$ cat src/hw/gtw_pkg.sv
// Purpose: Shared constants and types for the gauge two-wire slave port
// Assumes: 50 MHz system clock, byte-wide register space behind the serial port
// Notes: Map holds live, control, user and identification windows

package gtw_pkg;

  // Clock and bus-low sleep timing
  localparam int unsigned CLK_HZ = 50_000_000;
  localparam real BUS_LOW_SLEEP_S = 2.2; // Longest allowed bus-low time before sleep, seconds
  // Sync stages add clocks before the count starts and the flag stage after it ends, so they come off the budget
  localparam int unsigned SLEEP_LAT_CYC = 3;
  localparam int unsigned BUS_LOW_SLEEP_CYC = int'($floor(BUS_LOW_SLEEP_S * real'(CLK_HZ))) - SLEEP_LAT_CYC;

  // Widths
  localparam int unsigned ADDR_W = 7;
  localparam int unsigned BYTE_W = 8;

  // Register windows seen over the serial port
  localparam logic [7:0] LIVE_BASE = 8'h00;
  localparam int unsigned LIVE_BYTES = 16;
  localparam logic [7:0] CTRL_BASE = 8'h10;
  localparam int unsigned CTRL_BYTES = 16;
  localparam logic [7:0] USER_BASE = 8'h20;
  localparam int unsigned USER_BYTES = 16;
  localparam logic [7:0] ID_BASE = 8'h30;
  localparam int unsigned ID_BYTES = 8;
  localparam int unsigned WR_BYTES = CTRL_BYTES + USER_BYTES;

  // Control window fields
  localparam logic [4:0] CTRL_SLAVE_ADDR_IDX = 5'h00;
  localparam logic [4:0] CTRL_PIO_IDX = 5'h01;
  localparam int unsigned PIO_DRIVE_BIT = 0;

  // Reset and fill values
  localparam logic [6:0] DEF_SLAVE_ADDR = 7'h34;
  localparam logic [7:0] EMPTY_BYTE = 8'hff;

  // Identification fields (arbitrary neutral values)
  localparam logic [7:0] ID_FAMILY_DEF = 8'h5a;
  localparam logic [47:0] ID_SERIAL_DEF = 48'h0123_4567_89ab;
  localparam logic [7:0] ID_CHECK_DEF = 8'hc3;

  // Serial protocol phases
  typedef enum logic [2:0] {
    PH_IDLE = 3'b000,
    PH_ADDR = 3'b001,
    PH_ACK = 3'b010,
    PH_WRITE = 3'b011,
    PH_READ = 3'b100,
    PH_RDACK = 3'b101
  } gtw_phase_t;

  // Raw pin levels carried together into the synchroniser
  typedef struct packed {
    logic programmable_io_pin;
    logic scl;
    logic sda;
  } gtw_pins_t;

endpackage : gtw_pkg

$ cat src/hw/gtw_pin_sync.sv
// Purpose: Two-flop synchroniser for the serial and general-purpose pins
// Assumes: Pins are asynchronous to clock
// Notes: Only the second stage leaves this module

`timescale 1ns/1ps

module gtw_pin_sync
  import gtw_pkg::*;
(
  // Clock and reset
  input wire logic clock,
  input wire logic sys_rst,
  // Pins in, synchronised levels out
  input wire gtw_pins_t pinsRaw,
  output gtw_pins_t pinsSync
);

  typedef struct packed {
    gtw_pins_t stage1;
    gtw_pins_t stage2;
  } gtw_sync_state_t;

  // Idle bus reads high, so reset to high keeps false edges away
  localparam gtw_sync_state_t SYNC_RST = '{stage1: 3'b111, stage2: 3'b111};

  gtw_sync_state_t syncQ;
  gtw_sync_state_t syncD;

  // Stage one feeds stage two only
  always_comb begin
    syncD = syncQ;
    syncD.stage1 = pinsRaw;
    syncD.stage2 = syncQ.stage1;
  end

  // State register
  always_ff @(posedge clock or posedge sys_rst) begin
    if (sys_rst) begin
      syncQ <= SYNC_RST;
    end else begin
      syncQ <= syncD;
    end
  end

  assign pinsSync = syncQ.stage2;

endmodule : gtw_pin_sync

$ cat src/hw/gtw_slave_port.sv
// Purpose: Two-wire serial slave port of a battery fuel gauge
// Assumes: Bus master obeys timing; pins synchronised on the 50 MHz clock
// Notes: Byte pointer auto-increments; first written byte after address sets it
//
// Contract
// Answer programmable 7-bit address, 128 devices
// Host reads and writes status, control, data; live window bytes are read-only here, writes to them are dropped
// Sixteen user bytes readable and writable
// Optional 64-bit family, serial, check identifier
// Data line only pulled low, else released
// Clock line is input only, never stretched
// General pin: input monitor or open-drain output
// Master holds bus low past interval for sleep
// Master keeps normal low periods under interval
// Bus low both lines sleeps within 2.2 s
// Acknowledge only own address, else stay released

`timescale 1ns/1ps

module gtw_slave_port
  import gtw_pkg::*;
#(
  parameter int unsigned SLEEP_CYCLES = BUS_LOW_SLEEP_CYC,
  parameter logic [6:0] RESET_SLAVE_ADDR = DEF_SLAVE_ADDR,
  parameter bit ID_FITTED = 1'b1,
  parameter logic [7:0] ID_FAMILY = ID_FAMILY_DEF,
  parameter logic [47:0] ID_SERIAL = ID_SERIAL_DEF,
  parameter logic [7:0] ID_CHECK = ID_CHECK_DEF
)(
  // Clock and reset
  input wire logic clock,
  input wire logic sys_rst,
  // Serial data pin, open drain
  input wire logic sdaIn,
  output logic sdaOut,
  output logic sdaOutEnN,
  // Serial clock pin, input only
  input wire logic sclIn,
  // General-purpose pin, open drain
  input wire logic pioIn,
  output logic pioOut,
  output logic pioOutEnN,
  // Measurement side
  input wire logic [LIVE_BYTES-1:0][7:0] liveRegs,
  output logic [WR_BYTES-1:0][7:0] storeRegs,
  output logic pioLevel,
  output logic busLowSleep
);

  localparam int unsigned SLEEP_W = $clog2(SLEEP_CYCLES + 1);

  // Elaboration checks on parameters the logic cannot serve
  if (SLEEP_CYCLES < 1) begin : gen_bad_sleep
    $error("SLEEP_CYCLES must be at least one");
  end

  typedef struct packed {
    gtw_phase_t phase;
    logic [2:0] bitCnt;
    logic [7:0] shift;
    logic [7:0] ptr;
    logic ptrPending;
    logic isRead;
    logic ackDrive;
    logic masterAck;
    logic sdaLow;
    logic sclPrev;
    logic sdaPrev;
    logic [SLEEP_W-1:0] lowCnt;
    logic sleepFlag;
    logic [WR_BYTES-1:0][7:0] mem;
  } gtw_port_state_t;

  localparam gtw_port_state_t PORT_RST = '{
    phase: PH_IDLE, bitCnt: 3'h0, shift: 8'h00, ptr: 8'h00, ptrPending: 1'b0,
    isRead: 1'b0, ackDrive: 1'b0, masterAck: 1'b0, sdaLow: 1'b0,
    sclPrev: 1'b1, sdaPrev: 1'b1, lowCnt: '0, sleepFlag: 1'b0,
    mem: {{(WR_BYTES - 1){8'h00}}, {1'b0, RESET_SLAVE_ADDR}}
  };

  gtw_port_state_t q;
  gtw_port_state_t d;
  gtw_pins_t pinsSync;
  logic sda;
  logic scl;
  logic startCond;
  logic stopCond;
  logic sclRise;
  logic sclFall;
  logic [7:0] rdByte;
  logic [7:0] rxByte;
  logic [4:0] memIdx;
  logic inWrWin;
  logic [ID_BYTES-1:0][7:0] idBytes;

  // Pins cross into the clock domain before anything looks at them
  gtw_pin_sync u_sync (
    .clock(clock),
    .sys_rst(sys_rst),
    .pinsRaw({pioIn, sclIn, sdaIn}), // Same order as the pin struct
    .pinsSync(pinsSync)
  );

  // Bus conditions from synchronised levels
  assign sda = pinsSync.sda;
  assign scl = pinsSync.scl;
  assign startCond = scl & q.sclPrev & q.sdaPrev & ~sda;
  assign stopCond = scl & q.sclPrev & ~q.sdaPrev & sda;
  assign sclRise = scl & ~q.sclPrev;
  assign sclFall = ~scl & q.sclPrev;
  assign rxByte = {q.shift[6:0], sda};

  // Byte 0 is family, bytes 1..6 serial, byte 7 check code
  assign idBytes = {ID_CHECK, ID_SERIAL, ID_FAMILY};

  // Read decode of the byte at the pointer
  assign inWrWin = (q.ptr >= CTRL_BASE) && (q.ptr < ID_BASE);
  assign memIdx = 5'(q.ptr - CTRL_BASE);
  always_comb begin
    if (q.ptr < CTRL_BASE) begin
      rdByte = liveRegs[q.ptr[3:0]];
    end else if (inWrWin) begin
      rdByte = q.mem[memIdx];
    end else if ((q.ptr < ID_BASE + 8'(ID_BYTES)) && ID_FITTED) begin
      rdByte = idBytes[q.ptr[2:0]];
    end else begin
      rdByte = EMPTY_BYTE;
    end
  end

  // Protocol engine and bus-low timer
  always_comb begin
    d = q;
    d.sclPrev = scl;
    d.sdaPrev = sda;
    // Bus-low sleep detection, ended by either line going high
    if (~sda & ~scl) begin
      if (q.lowCnt != SLEEP_W'(SLEEP_CYCLES - 1)) begin
        d.lowCnt = q.lowCnt + 1'b1;
      end else begin
        d.sleepFlag = 1'b1;
      end
    end else begin
      d.lowCnt = '0;
      d.sleepFlag = 1'b0;
    end
    if (q.sleepFlag) begin
      // A sleeping bus abandons any transfer
      d.phase = PH_IDLE;
      d.sdaLow = 1'b0;
    end else if (startCond) begin
      d.phase = PH_ADDR;
      d.bitCnt = 3'h0;
      d.sdaLow = 1'b0;
    end else if (stopCond) begin
      d.phase = PH_IDLE;
      d.sdaLow = 1'b0;
    end else begin
      unique case (q.phase)
        PH_IDLE: begin
          d.sdaLow = 1'b0;
        end
        PH_ADDR: begin
          if (sclRise) begin
            d.shift = rxByte;
            d.bitCnt = q.bitCnt + 3'h1;
            if (q.bitCnt == 3'h7) begin
              // Seven address bits then direction bit
              if (q.shift[6:0] == q.mem[CTRL_SLAVE_ADDR_IDX][6:0]) begin
                d.phase = PH_ACK;
                d.isRead = sda;
                d.ptrPending = ~sda;
                d.ackDrive = 1'b0;
              end else begin
                d.phase = PH_IDLE;
              end
            end
          end
        end
        PH_ACK: begin
          // First fall pulls low for the ack bit, second fall ends it
          if (sclFall) begin
            if (!q.ackDrive) begin
              d.ackDrive = 1'b1;
              d.sdaLow = 1'b1;
            end else begin
              d.ackDrive = 1'b0;
              d.bitCnt = 3'h0;
              if (q.isRead) begin
                d.phase = PH_READ;
                d.shift = rdByte;
                d.ptr = q.ptr + 8'h01;
                d.sdaLow = ~rdByte[7];
              end else begin
                d.phase = PH_WRITE;
                d.sdaLow = 1'b0;
              end
            end
          end
        end
        PH_WRITE: begin
          if (sclRise) begin
            d.shift = rxByte;
            d.bitCnt = q.bitCnt + 3'h1;
            if (q.bitCnt == 3'h7) begin
              d.phase = PH_ACK;
              d.ackDrive = 1'b0;
              if (q.ptrPending) begin
                d.ptr = rxByte;
                d.ptrPending = 1'b0;
              end else begin
                if (inWrWin) begin
                  d.mem[memIdx] = rxByte;
                end
                d.ptr = q.ptr + 8'h01;
              end
            end
          end
        end
        PH_READ: begin
          // Data changes only while the master holds the clock low
          if (sclFall) begin
            if (q.bitCnt == 3'h7) begin
              d.phase = PH_RDACK;
              d.sdaLow = 1'b0;
            end else begin
              d.shift = {q.shift[6:0], 1'b0};
              d.bitCnt = q.bitCnt + 3'h1;
              d.sdaLow = ~q.shift[6];
            end
          end
        end
        PH_RDACK: begin
          if (sclRise) begin
            d.masterAck = ~sda;
          end
          if (sclFall) begin
            d.bitCnt = 3'h0;
            if (q.masterAck) begin
              d.phase = PH_READ;
              d.shift = rdByte;
              d.ptr = q.ptr + 8'h01;
              d.sdaLow = ~rdByte[7];
            end else begin
              d.phase = PH_IDLE;
            end
          end
        end
        default: begin
          d.phase = PH_IDLE;
          d.sdaLow = 1'b0;
        end
      endcase
    end
  end

  // State register
  always_ff @(posedge clock or posedge sys_rst) begin
    if (sys_rst) begin
      q <= PORT_RST;
    end else begin
      q <= d;
    end
  end

  // Outputs; clock pin has no driver at all, so it is never stretched
  assign sdaOut = 1'b0;
  assign sdaOutEnN = ~q.sdaLow;
  assign pioOut = 1'b0;
  assign pioOutEnN = ~q.mem[CTRL_PIO_IDX][PIO_DRIVE_BIT];
  assign pioLevel = pinsSync.programmable_io_pin;
  assign storeRegs = q.mem;
  assign busLowSleep = q.sleepFlag;

endmodule : gtw_slave_port

$ cat config.mk
export PLATFORM = sky130hd
export DESIGN_NAME = gtw_slave_port
export DESIGN_NICKNAME = d
export VERILOG_FILES = /design/src/hw/gtw_pkg.sv /design/src/hw/gtw_pin_sync.sv /design/src/hw/gtw_slave_port.sv
export SDC_FILE = /design/constraint.sdc
export NUM_CORES = 1
export LEC_CHECK = 0
export BUFFER_PORTS_ARGS = -buffer_cell sky130_fd_sc_hd__buf_4
export CAP_MARGIN = 20
export CORE_MARGIN = 3
export CORE_UTILIZATION = 35
export CTS_BUF_LIST = sky130_fd_sc_hd__clkbuf_16
export CTS_CLUSTER_SIZE = 30
export DETAILED_ROUTE_END_ITERATION = 8
export GPL_TIMING_DRIVEN = 0
export HOLD_SLACK_MARGIN = 0.06
export PLACE_DENSITY = 0.65
export SKIP_CTS_REPAIR_TIMING = 1
export SLEW_MARGIN = 15
export SYNTH_ARGS = -nofsm -noshare
export SYNTH_HDL_FRONTEND = slang
export SYNTH_HIERARCHICAL = 1
export SYNTH_SLANG_ARGS = --single-unit
$ cat constraint.sdc
create_clock -name clock -period 31.9 [get_ports clock]
set_clock_uncertainty 0.15 [all_clocks]
set_input_delay 4.785 -clock clock [delete_from_list [all_inputs] [get_ports clock]]
set_output_delay 4.785 -clock clock [all_outputs]
set_load 0.005 [all_outputs]
Word-level counts from Yosys, hierarchy flattened
Memory sizes are Yosys's and may differ from the RTL's.
Index checks and enable logic that the tools add are counted.
W data, S select, Z words.
{ "classes": {"order_cmp": 8, "eq_ne": 42, "reduce_logical": 19, "bitwise": 20, "add_sub_neg": 4, "n_mux": 61} }
{ "ops": {"columns": ["operator", "n"], "rows": [
  ["$bwmux W256", 1],
  ["$mux W22", 3],
  ["$mux W8", 8],
  ["$pmux W11 S5", 1],
  ["$ne A5 B5 Y1 const B", 10],
  ["$mux W23", 2],
  ["$bmux W8 S5", 1],
  ["$demux W8 S5", 1],
  ["$bmux W8 S4", 1],
  ["$mux W16", 2],
  ["$mux W3", 10],
  ["$reduce_and A10 Y1", 3],
  ["$mux W14", 2],
  ["$mux W28", 1],
  ["$ne A2 B2 Y1 const B", 14],
  ["$add A27 B1 Y27 const B", 1],
  ["$mux W27", 1],
  ["$ne A27 B27 Y1 const B", 1],
  ["$pmux W8 S3", 1],
  ["$ne A3 B3 Y1 const B", 7],
  ["$mux W1", 18],
  ["$pmux W3 S6", 1],
  ["$lt A8 B6 Y1 const B", 2],
  ["$reduce_and A13 Y1", 1],
  ["37 further kinds", 61]
]} }
{ "totals": {"wordCells": 206, "memories": 1, "reg_bits": 319, "mem_bits_ro": 64, "output_inout_bits": 262} }
{ "mem_list": {"columns": ["memory", "words", "word_bits", "rd", "rd_ports_with_merged_regs", "write_ports", "line_no", "rtl"], "rows": [
  ["(no name shown)", 8, 8, 1, 0, 0, "gtw_slave_port.sv:125", "rdByte = idBytes[q.ptr[2:0]];"]
]} }

Logic depth before layout (Yosys ltp)
Gate-level depths: netlist of the first run.
{ "logic_depth": {"ltp_word": 13, "ltp_mapped": 11, "mapped_depth_nobuf": 8} }

Hierarchy
The synthesis of the first run kept the hierarchy.
{ "by_module_without_submodules": {"columns": ["mod", "area_per_inst_um2", "cells_per_inst", "seq_area_each_um2", "n_inst"], "rows": [
  ["gtw_slave_port", 18519.0, 1613, 7813.7, 1],
  ["gtw_pin_sync", 161.4, 7, 157.7, 1]
]} }

Least setup slack after synthesis of the first run
No wires, ideal clock.
{ "synth_timing": {"path_type": "input to register", "startpoint": "in liveRegs[108] in the netlist's numbering", "endpoint": "reg q[303] in the netlist's numbering", "slack_ns": 25.662, "path_buffers": 0, "path_stages": 6, "arrival_time_ns": 5.961, "cell_sequence": "mux4_2 -> and2_0 -> a2111oi_0 -> a31oi_1 -> o211ai_1 -> o22ai_1"} }
{ "synth_between": {"elab_chain_cells": 7} }
{ "synth_lines": {"columns": ["element", "line_no", "rtl"], "rows": [
  ["start, declared", "gtw_slave_port.sv:44", "input wire logic [LIVE_BYTES-1:0][7:0] liveRegs,"],
  ["$bmux W8 S4 (*)", "gtw_slave_port.sv:121", "rdByte = liveRegs[q.ptr[3:0]];"],
  ["$mux W8 (not written as such) (*)", "gtw_slave_port.sv:121", null],
  ["$mux W8 (*)", "gtw_slave_port.sv:120", "if (q.ptr < CTRL_BASE) begin"],
  ["$mux W16", "gtw_slave_port.sv:189", "if (q.isRead) begin"],
  ["$mux W22", "gtw_slave_port.sv:183", "if (!q.ackDrive) begin"],
  ["$mux W22", "gtw_slave_port.sv:182", "if (sclFall) begin"],
  ["$pmux W11 S5 (*)", "gtw_slave_port.sv:159", "unique case (q.phase)"],
  ["end signal, assigned", "gtw_slave_port.sv:260", "q <= PORT_RST;"],
  ["end signal, assigned", "gtw_slave_port.sv:262", "q <= d;"],
  ["end, declared", "gtw_slave_port.sv:81", "gtw_port_state_t q;"]
]} }
Every way passes the cells marked *; elsewhere a longest branch is shown, timed or not. The select of a mux whose other input is x is not followed.
A chain may end at the register's enable or synchronous reset.

Worst setup path after layout of the first run
{ "layout_timing": {"startpoint": "reg q (netlist bit storeRegs[2])", "endpoint": "out storeRegs[2] in the netlist's numbering"} }
{ "layout_lines": {"columns": ["element", "line_no", "rtl"], "rows": [
  ["end, declared", "gtw_slave_port.sv:45", "output logic [WR_BYTES-1:0][7:0] storeRegs,"]
]} }
No word-level cell between the ends.

==> flow_summary.yaml, run 1 <==
worst_setup_path:
  cp_max_fo: 4
  slowest_delay_ns: 0.60
  critPathRequiredTime_ns: 26.97
  critPathCaptureType: "output port"
  arrival_ns: 1.35
  worstSetupPathType: "reg -> out"
  crit_slowest_cell: "dfstp_2"
  path_cells: "buf_4 -> buf_4"
  crit_path_start_kind: "flop"
  crit_top_cell: "buf_4"
detailed_routing:
  antenna_left: 0
  wirelength_microns: 76800
  vias_per_cell: 5.44
  vias: 15058
  drt-pass1-iter-count: 5
  drc: 0
  wl_per_cell_microns: 27.7
  first_iter_violations: 1241
finish:
  drive_gt1_frac: 0.533
  fin_nets: 2200
  final_util: 0.450
  syn_to_final_growth_pct: 26.9
  n_antenna_cell: 0
pwr:
  leakagePower_nw: 11.6
  power_frac_seq: 0.451
  clockPowerShare: 0.443
  powerDensity_nw_per_um2: 38.5
  switchingPower_w: 0.000244
  internal_power_w: 0.000668
  pwr-share-comb: 0.106
  finalPower_w: 0.000912
  irDropWorstVdd_uv: 32.2
  p_sw_frac: 0.268
place:
  port_buffers: 392
  place_hpwl_microns: 58500
  gp_congestion: 1.00
  post-place-ws_ns: 25.19
timing:
  max_slew_margin: 0.229
  setup_violations: 0
  worst_pin_slew_ns: 1.16
  hold_viol: 0
  max_freq_mhz: 159
  slew_violations: 0
  fin_setup_tns_ns: 0
  period_share: 0.197
  min_period_ns: 6.28
  timing.hold.ws_ns: 0.205
  layout_setup_ws_ns: 25.62
  rsz0062_at_grt: "no"
global_route:
  grt_max_degree: 116
  grt_pass1_wl_microns: 109000
  grt_pass1_vias: 15332
  antenna_found_initial: 2
  gr-total-overflow: 0
  grt_use_total: 0.266
synthesis:
  yosysWarnings: 6
  yosys.area.top_type: "dfrtp_1"
  ys_seq_area_frac: 0.427
  synthTopCellsByCount: "dfrtp_1 (307), mux2_2 (265), buf_4 (258)"
  synthArstFlopShare: 1.00
  synth_seq_cells: 318
  synth.distinct_cells: 69
  synth_area_leaders: "dfrtp_1 (41%), mux2_2 (16%), buf_4 (10%), mux4_2 (6.6%), mux2i_1 (4.9%)"
  syn-instance-count: 1620
  synth_enable_flop_cells: 0
  syn_area_sq_um: 18700
  post-synth-top-count-cell: "dfrtp_1"
  synthFlopType: "dfrtp_1"
  avgSynthCellArea_sq_um: 11.5
  synth_top_area_share: 0.411
die:
  die_h_microns: 237
  placeableCoreArea_sq_um: 52700
  row_count: 84
  initial_core_util: 0.355
  fp.dieArea_sq_um: 56200
  die_x_microns: 237
  io_pins: 395
cts:
  cts-root-buf: "clkbuf_16"
  clkLatencyLatePin_ns: 0.55
  tritoncts: "done"
  clk_pin_slew_ns: 0.06
  cts.htree.levels: 2
  cts_sinks: 318
  cts_buffer_depth: 3
  cts_made_buffers: 36
status:
  outcome: "finished clean"
flow_run:
  drv_cap: 0
worst_hold_path:
  hp-class: "reg -> reg"
==> layout make-up <==
| cell class | count | area [sq um] |
|---|---|---|
| Clock buffer | 38 | 951 |
| Fill cell | 4912 | 28900 |
| Timing Repair Buffer | 397 | 3020 |
| Sequential cell | 318 | 7970 |
| Tap cell | 688 | 861 |
| Multi-Input combinational cell | 931 | 8310 |
| Inverter | 23 | 93.8 |
| Buffer | 349 | 2320 |
| Clock inverter | 26 | 178 |
==> state kept, by name, indices dropped and copies added, names as in the netlist <==
name	cells
q	55
storeRegs	256
u_sync/syncD	3
u_sync/pinsSync	3
busLowSleep	1
==> power by group through the flow <==
stage                     Sequential [W]  Combinational [W]  Clock (W)
after floorplan                 0.000418          0.0000451          0
after global placement          0.000418          0.0000914          0
after detailed placement        0.000418          0.0000952          0
after CTS                       0.000411          0.0000955   0.000409
after global routing            0.000411           0.000103   0.000427
final                           0.000411          0.0000968   0.000404
==> layout by cell type, fill, tap and decap left out, types with 5 or more instances in the layout <==
master       n
buf_4      650
dfrtp_1    307
mux2_2     265
mux2i_1     91
nor2_1      75
nand2_1     62
clkbuf_1    60
mux4_2      55
clkbuf_16   38
nand2_2     32
a21oi_1     29
o22ai_1     29
inv_1       28
buf_2       27
nor3_1      25
o21ai_0     24
nand3_1     23
xor2_1      19
xnor2_1     15
nand4_1     14
nand2b_1    13
a31oi_1     12
nor2b_1     11
nor4_1      11
ha_1        11
dfstp_2     11
and3_1       9
clkinv_1     9
or3_1        7
and2_1       7
clkinv_2     6
a22oi_1      5
nor3b_1      5
o31ai_1      5
o211ai_1     5
a211oi_1     5
and4_1       5
==> stage by stage <==
step	std cells	instance area (sq um)
6_report	2770	23700
5_1_grt	2770	23700
4_1_cts	2769	23700
3_5_place_dp	2705	22600
3_3_place_gp	2701	22500
2_1_floorplan	1621	18700
==> worst max-delay path: cells and delay by family, from the launching register on <==
kind	cells	cell delay [ns]
buffers and inverters	2	0.23
flip-flops	1	0.60
==> worst paths after layout <==
path | startpoint | end | slack [ns] | depth (start not counted)
hold reg to reg | u_sync/syncD[2] | u_sync/pinsSync[2] | 0.20 | 0
min in group asynchronous | sys_rst | busLowSleep | 4.20 | 2
setup / recovery | storeRegs[2] | storeRegs[2] | 25.62 | 2
max in group asynchronous | sys_rst | storeRegs[104] | 26.25 | 3
setup reg to reg | q[292] | q[301] | 27.48 | 10
hold / removal | u_sync/syncD[2] | u_sync/pinsSync[2] | 0.20 | 0
==> cells by family after synthesis <==
logic type                 after synthesis  share of synthesized area
xor gates and xnor gates                34                     0.0159
and+or+nand+nor                        331                     0.0969
muxes                                  411                      0.275
AOI/OAI and AO/OA                      142                     0.0494
adders and majority gates               11                    0.00737
other                                    1                   0.000201
buffers and inverters                  372                      0.129
DFF                                    318                      0.427
==> routing by layer <==
metal  global-route usage  vias to the layer above  part of all wire  wire length, microns
li1                     -                     6421                 -                     -
met1                0.352                     7775              0.41                 31700
met2                0.426                      725              0.47                 36100
met3               0.0659                      135             0.082                  6290
met4               0.0891                        2             0.036                  2730
met5                    0                        -           0.00017                    13
Note: power is estimated with default switching activity, not from simulation.
==> run 2: changes to the inputs <==
==> constraint.sdc (replaced) <==
create_clock -name clock -period 6.05 [get_ports clock]
set_clock_uncertainty 0.15 [all_clocks]
set_input_delay 0.9075 -clock clock [delete_from_list [all_inputs] [get_ports clock]]
set_output_delay 0.9075 -clock clock [all_outputs]
set_load 0.005 [all_outputs]
==> run 2 against run 1 <==
Effect of this change: global-route usage grew 0.17 points; final area grew 0.27%; critical path type is now reg -> reg; die area is the same; highest routed layer unchanged.
==> flow_summary.yaml, run 2 (synthesized netlist as in run 1, its figures left out) <==
die:
  fp.dieArea_sq_um: 56200
  io_pins: 395
  initial_core_util: 0.355
  die_x_microns: 237
  row_count: 84
  placeableCoreArea_sq_um: 52700
  die_h_microns: 237
worst_setup_path:
  worstSetupPathType: "reg -> reg"
  rr_worst_depth: 10
  crit_family: "buffers and inverters"
  crit_path_start_kind: "flop"
  critPathRequiredTime_ns: 6.33
  cp_max_fo: 10
  slowest_delay_ns: 0.65
  crit_slowest_cell: "buf_2"
  path_cells: "buf_2 -> buf_2 -> buf_2 -> buf_2 -> mux2i_1 -> nor2_1 -> nor4_1 -> nand3_1 -> o211ai_1 -> o22ai_1"
  critPathCaptureType: "flop"
  crit_top_cell: "buf_2"
  arrival_ns: 4.71
  critPathBufInv: 4
  path_depth: 10
pwr:
  irDropWorstVdd_uv: 194
  switchingPower_w: 0.00128
  internal_power_w: 0.00344
  p_sw_frac: 0.272
  power_frac_seq: 0.459
  leakagePower_nw: 11.6
  clockPowerShare: 0.431
  pwr-share-comb: 0.110
  powerDensity_nw_per_um2: 199
detailed_routing:
  wirelength_microns: 77600
  wl_met1_microns: 32000
  top_layer: "met5"
  vias: 15044
  wl_met3_microns: 6620
  drc: 0
  first_iter_violations: 1215
  route.met2.wl_microns: 36800
  drt-pass1-iter-count: 5
  wl_per_cell_microns: 27.9
  antenna_left: 0
  vias_per_cell: 5.42
cts:
  cts_sinks: 318
  cts_buffer_depth: 3
  clk_pin_slew_ns: 0.07
  clkLatencyLatePin_ns: 0.55
  tritoncts: "done"
  cts-root-buf: "clkbuf_16"
  cts.htree.levels: 2
  cts_made_buffers: 36
finish:
  n_antenna_cell: 0
  drive_gt1_frac: 0.533
  final_cell_mix: "buf_4 (650), dfrtp_1 (307), mux2_2 (265)"
  largest_reg_flops: 256
  fin_nets: 2207
  syn_to_final_growth_pct: 27.3
  fin_cells: 2778
  final_common_cell: "buf_4"
  fin_area_sq_um: 23800
status:
  outcome: "finished clean"
global_route:
  grt_max_degree: 38
  grt_pass1_wl_microns: 109000
  grt_use_total: 0.267
  grt_pass1_vias: 15367
  gr-total-overflow: 0
  antenna_found_initial: 0
worst_hold_path:
  hold_depth: 0
  hp-class: "reg -> reg"
flow_run:
  drv_cap: 0
timing:
  hold_viol: 0
  slew_violations: 0
  setup_violations: 0
  period_share: 0.732
  worst_pin_slew_ns: 1.23
  max_freq_mhz: 226
  min_period_ns: 4.43
  max_slew_margin: 0.182
  layout_setup_ws_ns: 1.62
  rsz0062_at_grt: "no"
place:
  place_area_sq_um: 22700
  place_hpwl_microns: 59600
  dp.cells: 2711
  port_buffers: 392
  post-place-ws_ns: 1.78
  gp_congestion: 0.996
==> run 2: through the flow <==
step | utilization | power [W] | hold WS, ns | TNS (ns)
after floorplan | - | 0.00244 | 0.195 | 0
after global placement | 0.427 | 0.00269 | 0.196 | -290.09
after detailed placement | 0.431 | 0.00272 | 0.198 | 0
after CTS | 0.451 | 0.00475 | 0.204 | 0
after global routing | 0.451 | 0.00487 | 0.212 | 0
final | 0.451 | 0.00472 | 0.204 | 0
==> run 2: area by class of cell <==
cell class              instances  area [sq um]
inverters                      23          90.1
flip-flops and latches        318          7970
clock buffers                  36           901
well taps                     688           861
clock inverters                29           170
repair buffers                404          3150
plain buffers                 349          2320
multi-input cells             931          8310
fillers                      4910         28900
==> run 2: path summary, 6_finish.rpt <==
kind | to | slack (ns) | startpoint
min | u_sync/pinsSync[2] | 0.20 | u_sync/syncD[2]
min in group asynchronous | q[259] | 0.32 | sys_rst
max in group asynchronous | storeRegs[194] | 4.31 | sys_rst
max | q[303] | 1.62 | q[292]
max reg2reg | q[303] | 1.62 | q[292]
min reg2reg | u_sync/pinsSync[2] | 0.20 | u_sync/syncD[2]
==> run 2: worst reg2reg max path, cell delays in order, from the launching register on <==
cell and delay [ns]:
dfrtp_1 0.40, buf_2 0.50, buf_2 0.53, buf_2 0.57, buf_2 0.65, mux2i_1 0.31
nor2_1 0.06, nor4_1 0.63, nand3_1 0.18, o211ai_1 0.23, o22ai_1 0.10
==> run 2: power by group through the flow <==
stage	logic [W]	clock network (W)	registers, W
after floorplan	0.000238	0	0.00220
after global placement	0.000487	0	0.00221
after detailed placement	0.000514	0	0.00221
after CTS	0.000516	0.00207	0.00217
after global routing	0.000555	0.00214	0.00217
final	0.000520	0.00204	0.00217
==> run 2: layer usage <==
metal,vias up,GRT usage
met1,7742,0.355
met4,2,0.0720
met2,753,0.437
li1,6442,-
met3,105,0.0624
met5,-,0.0173
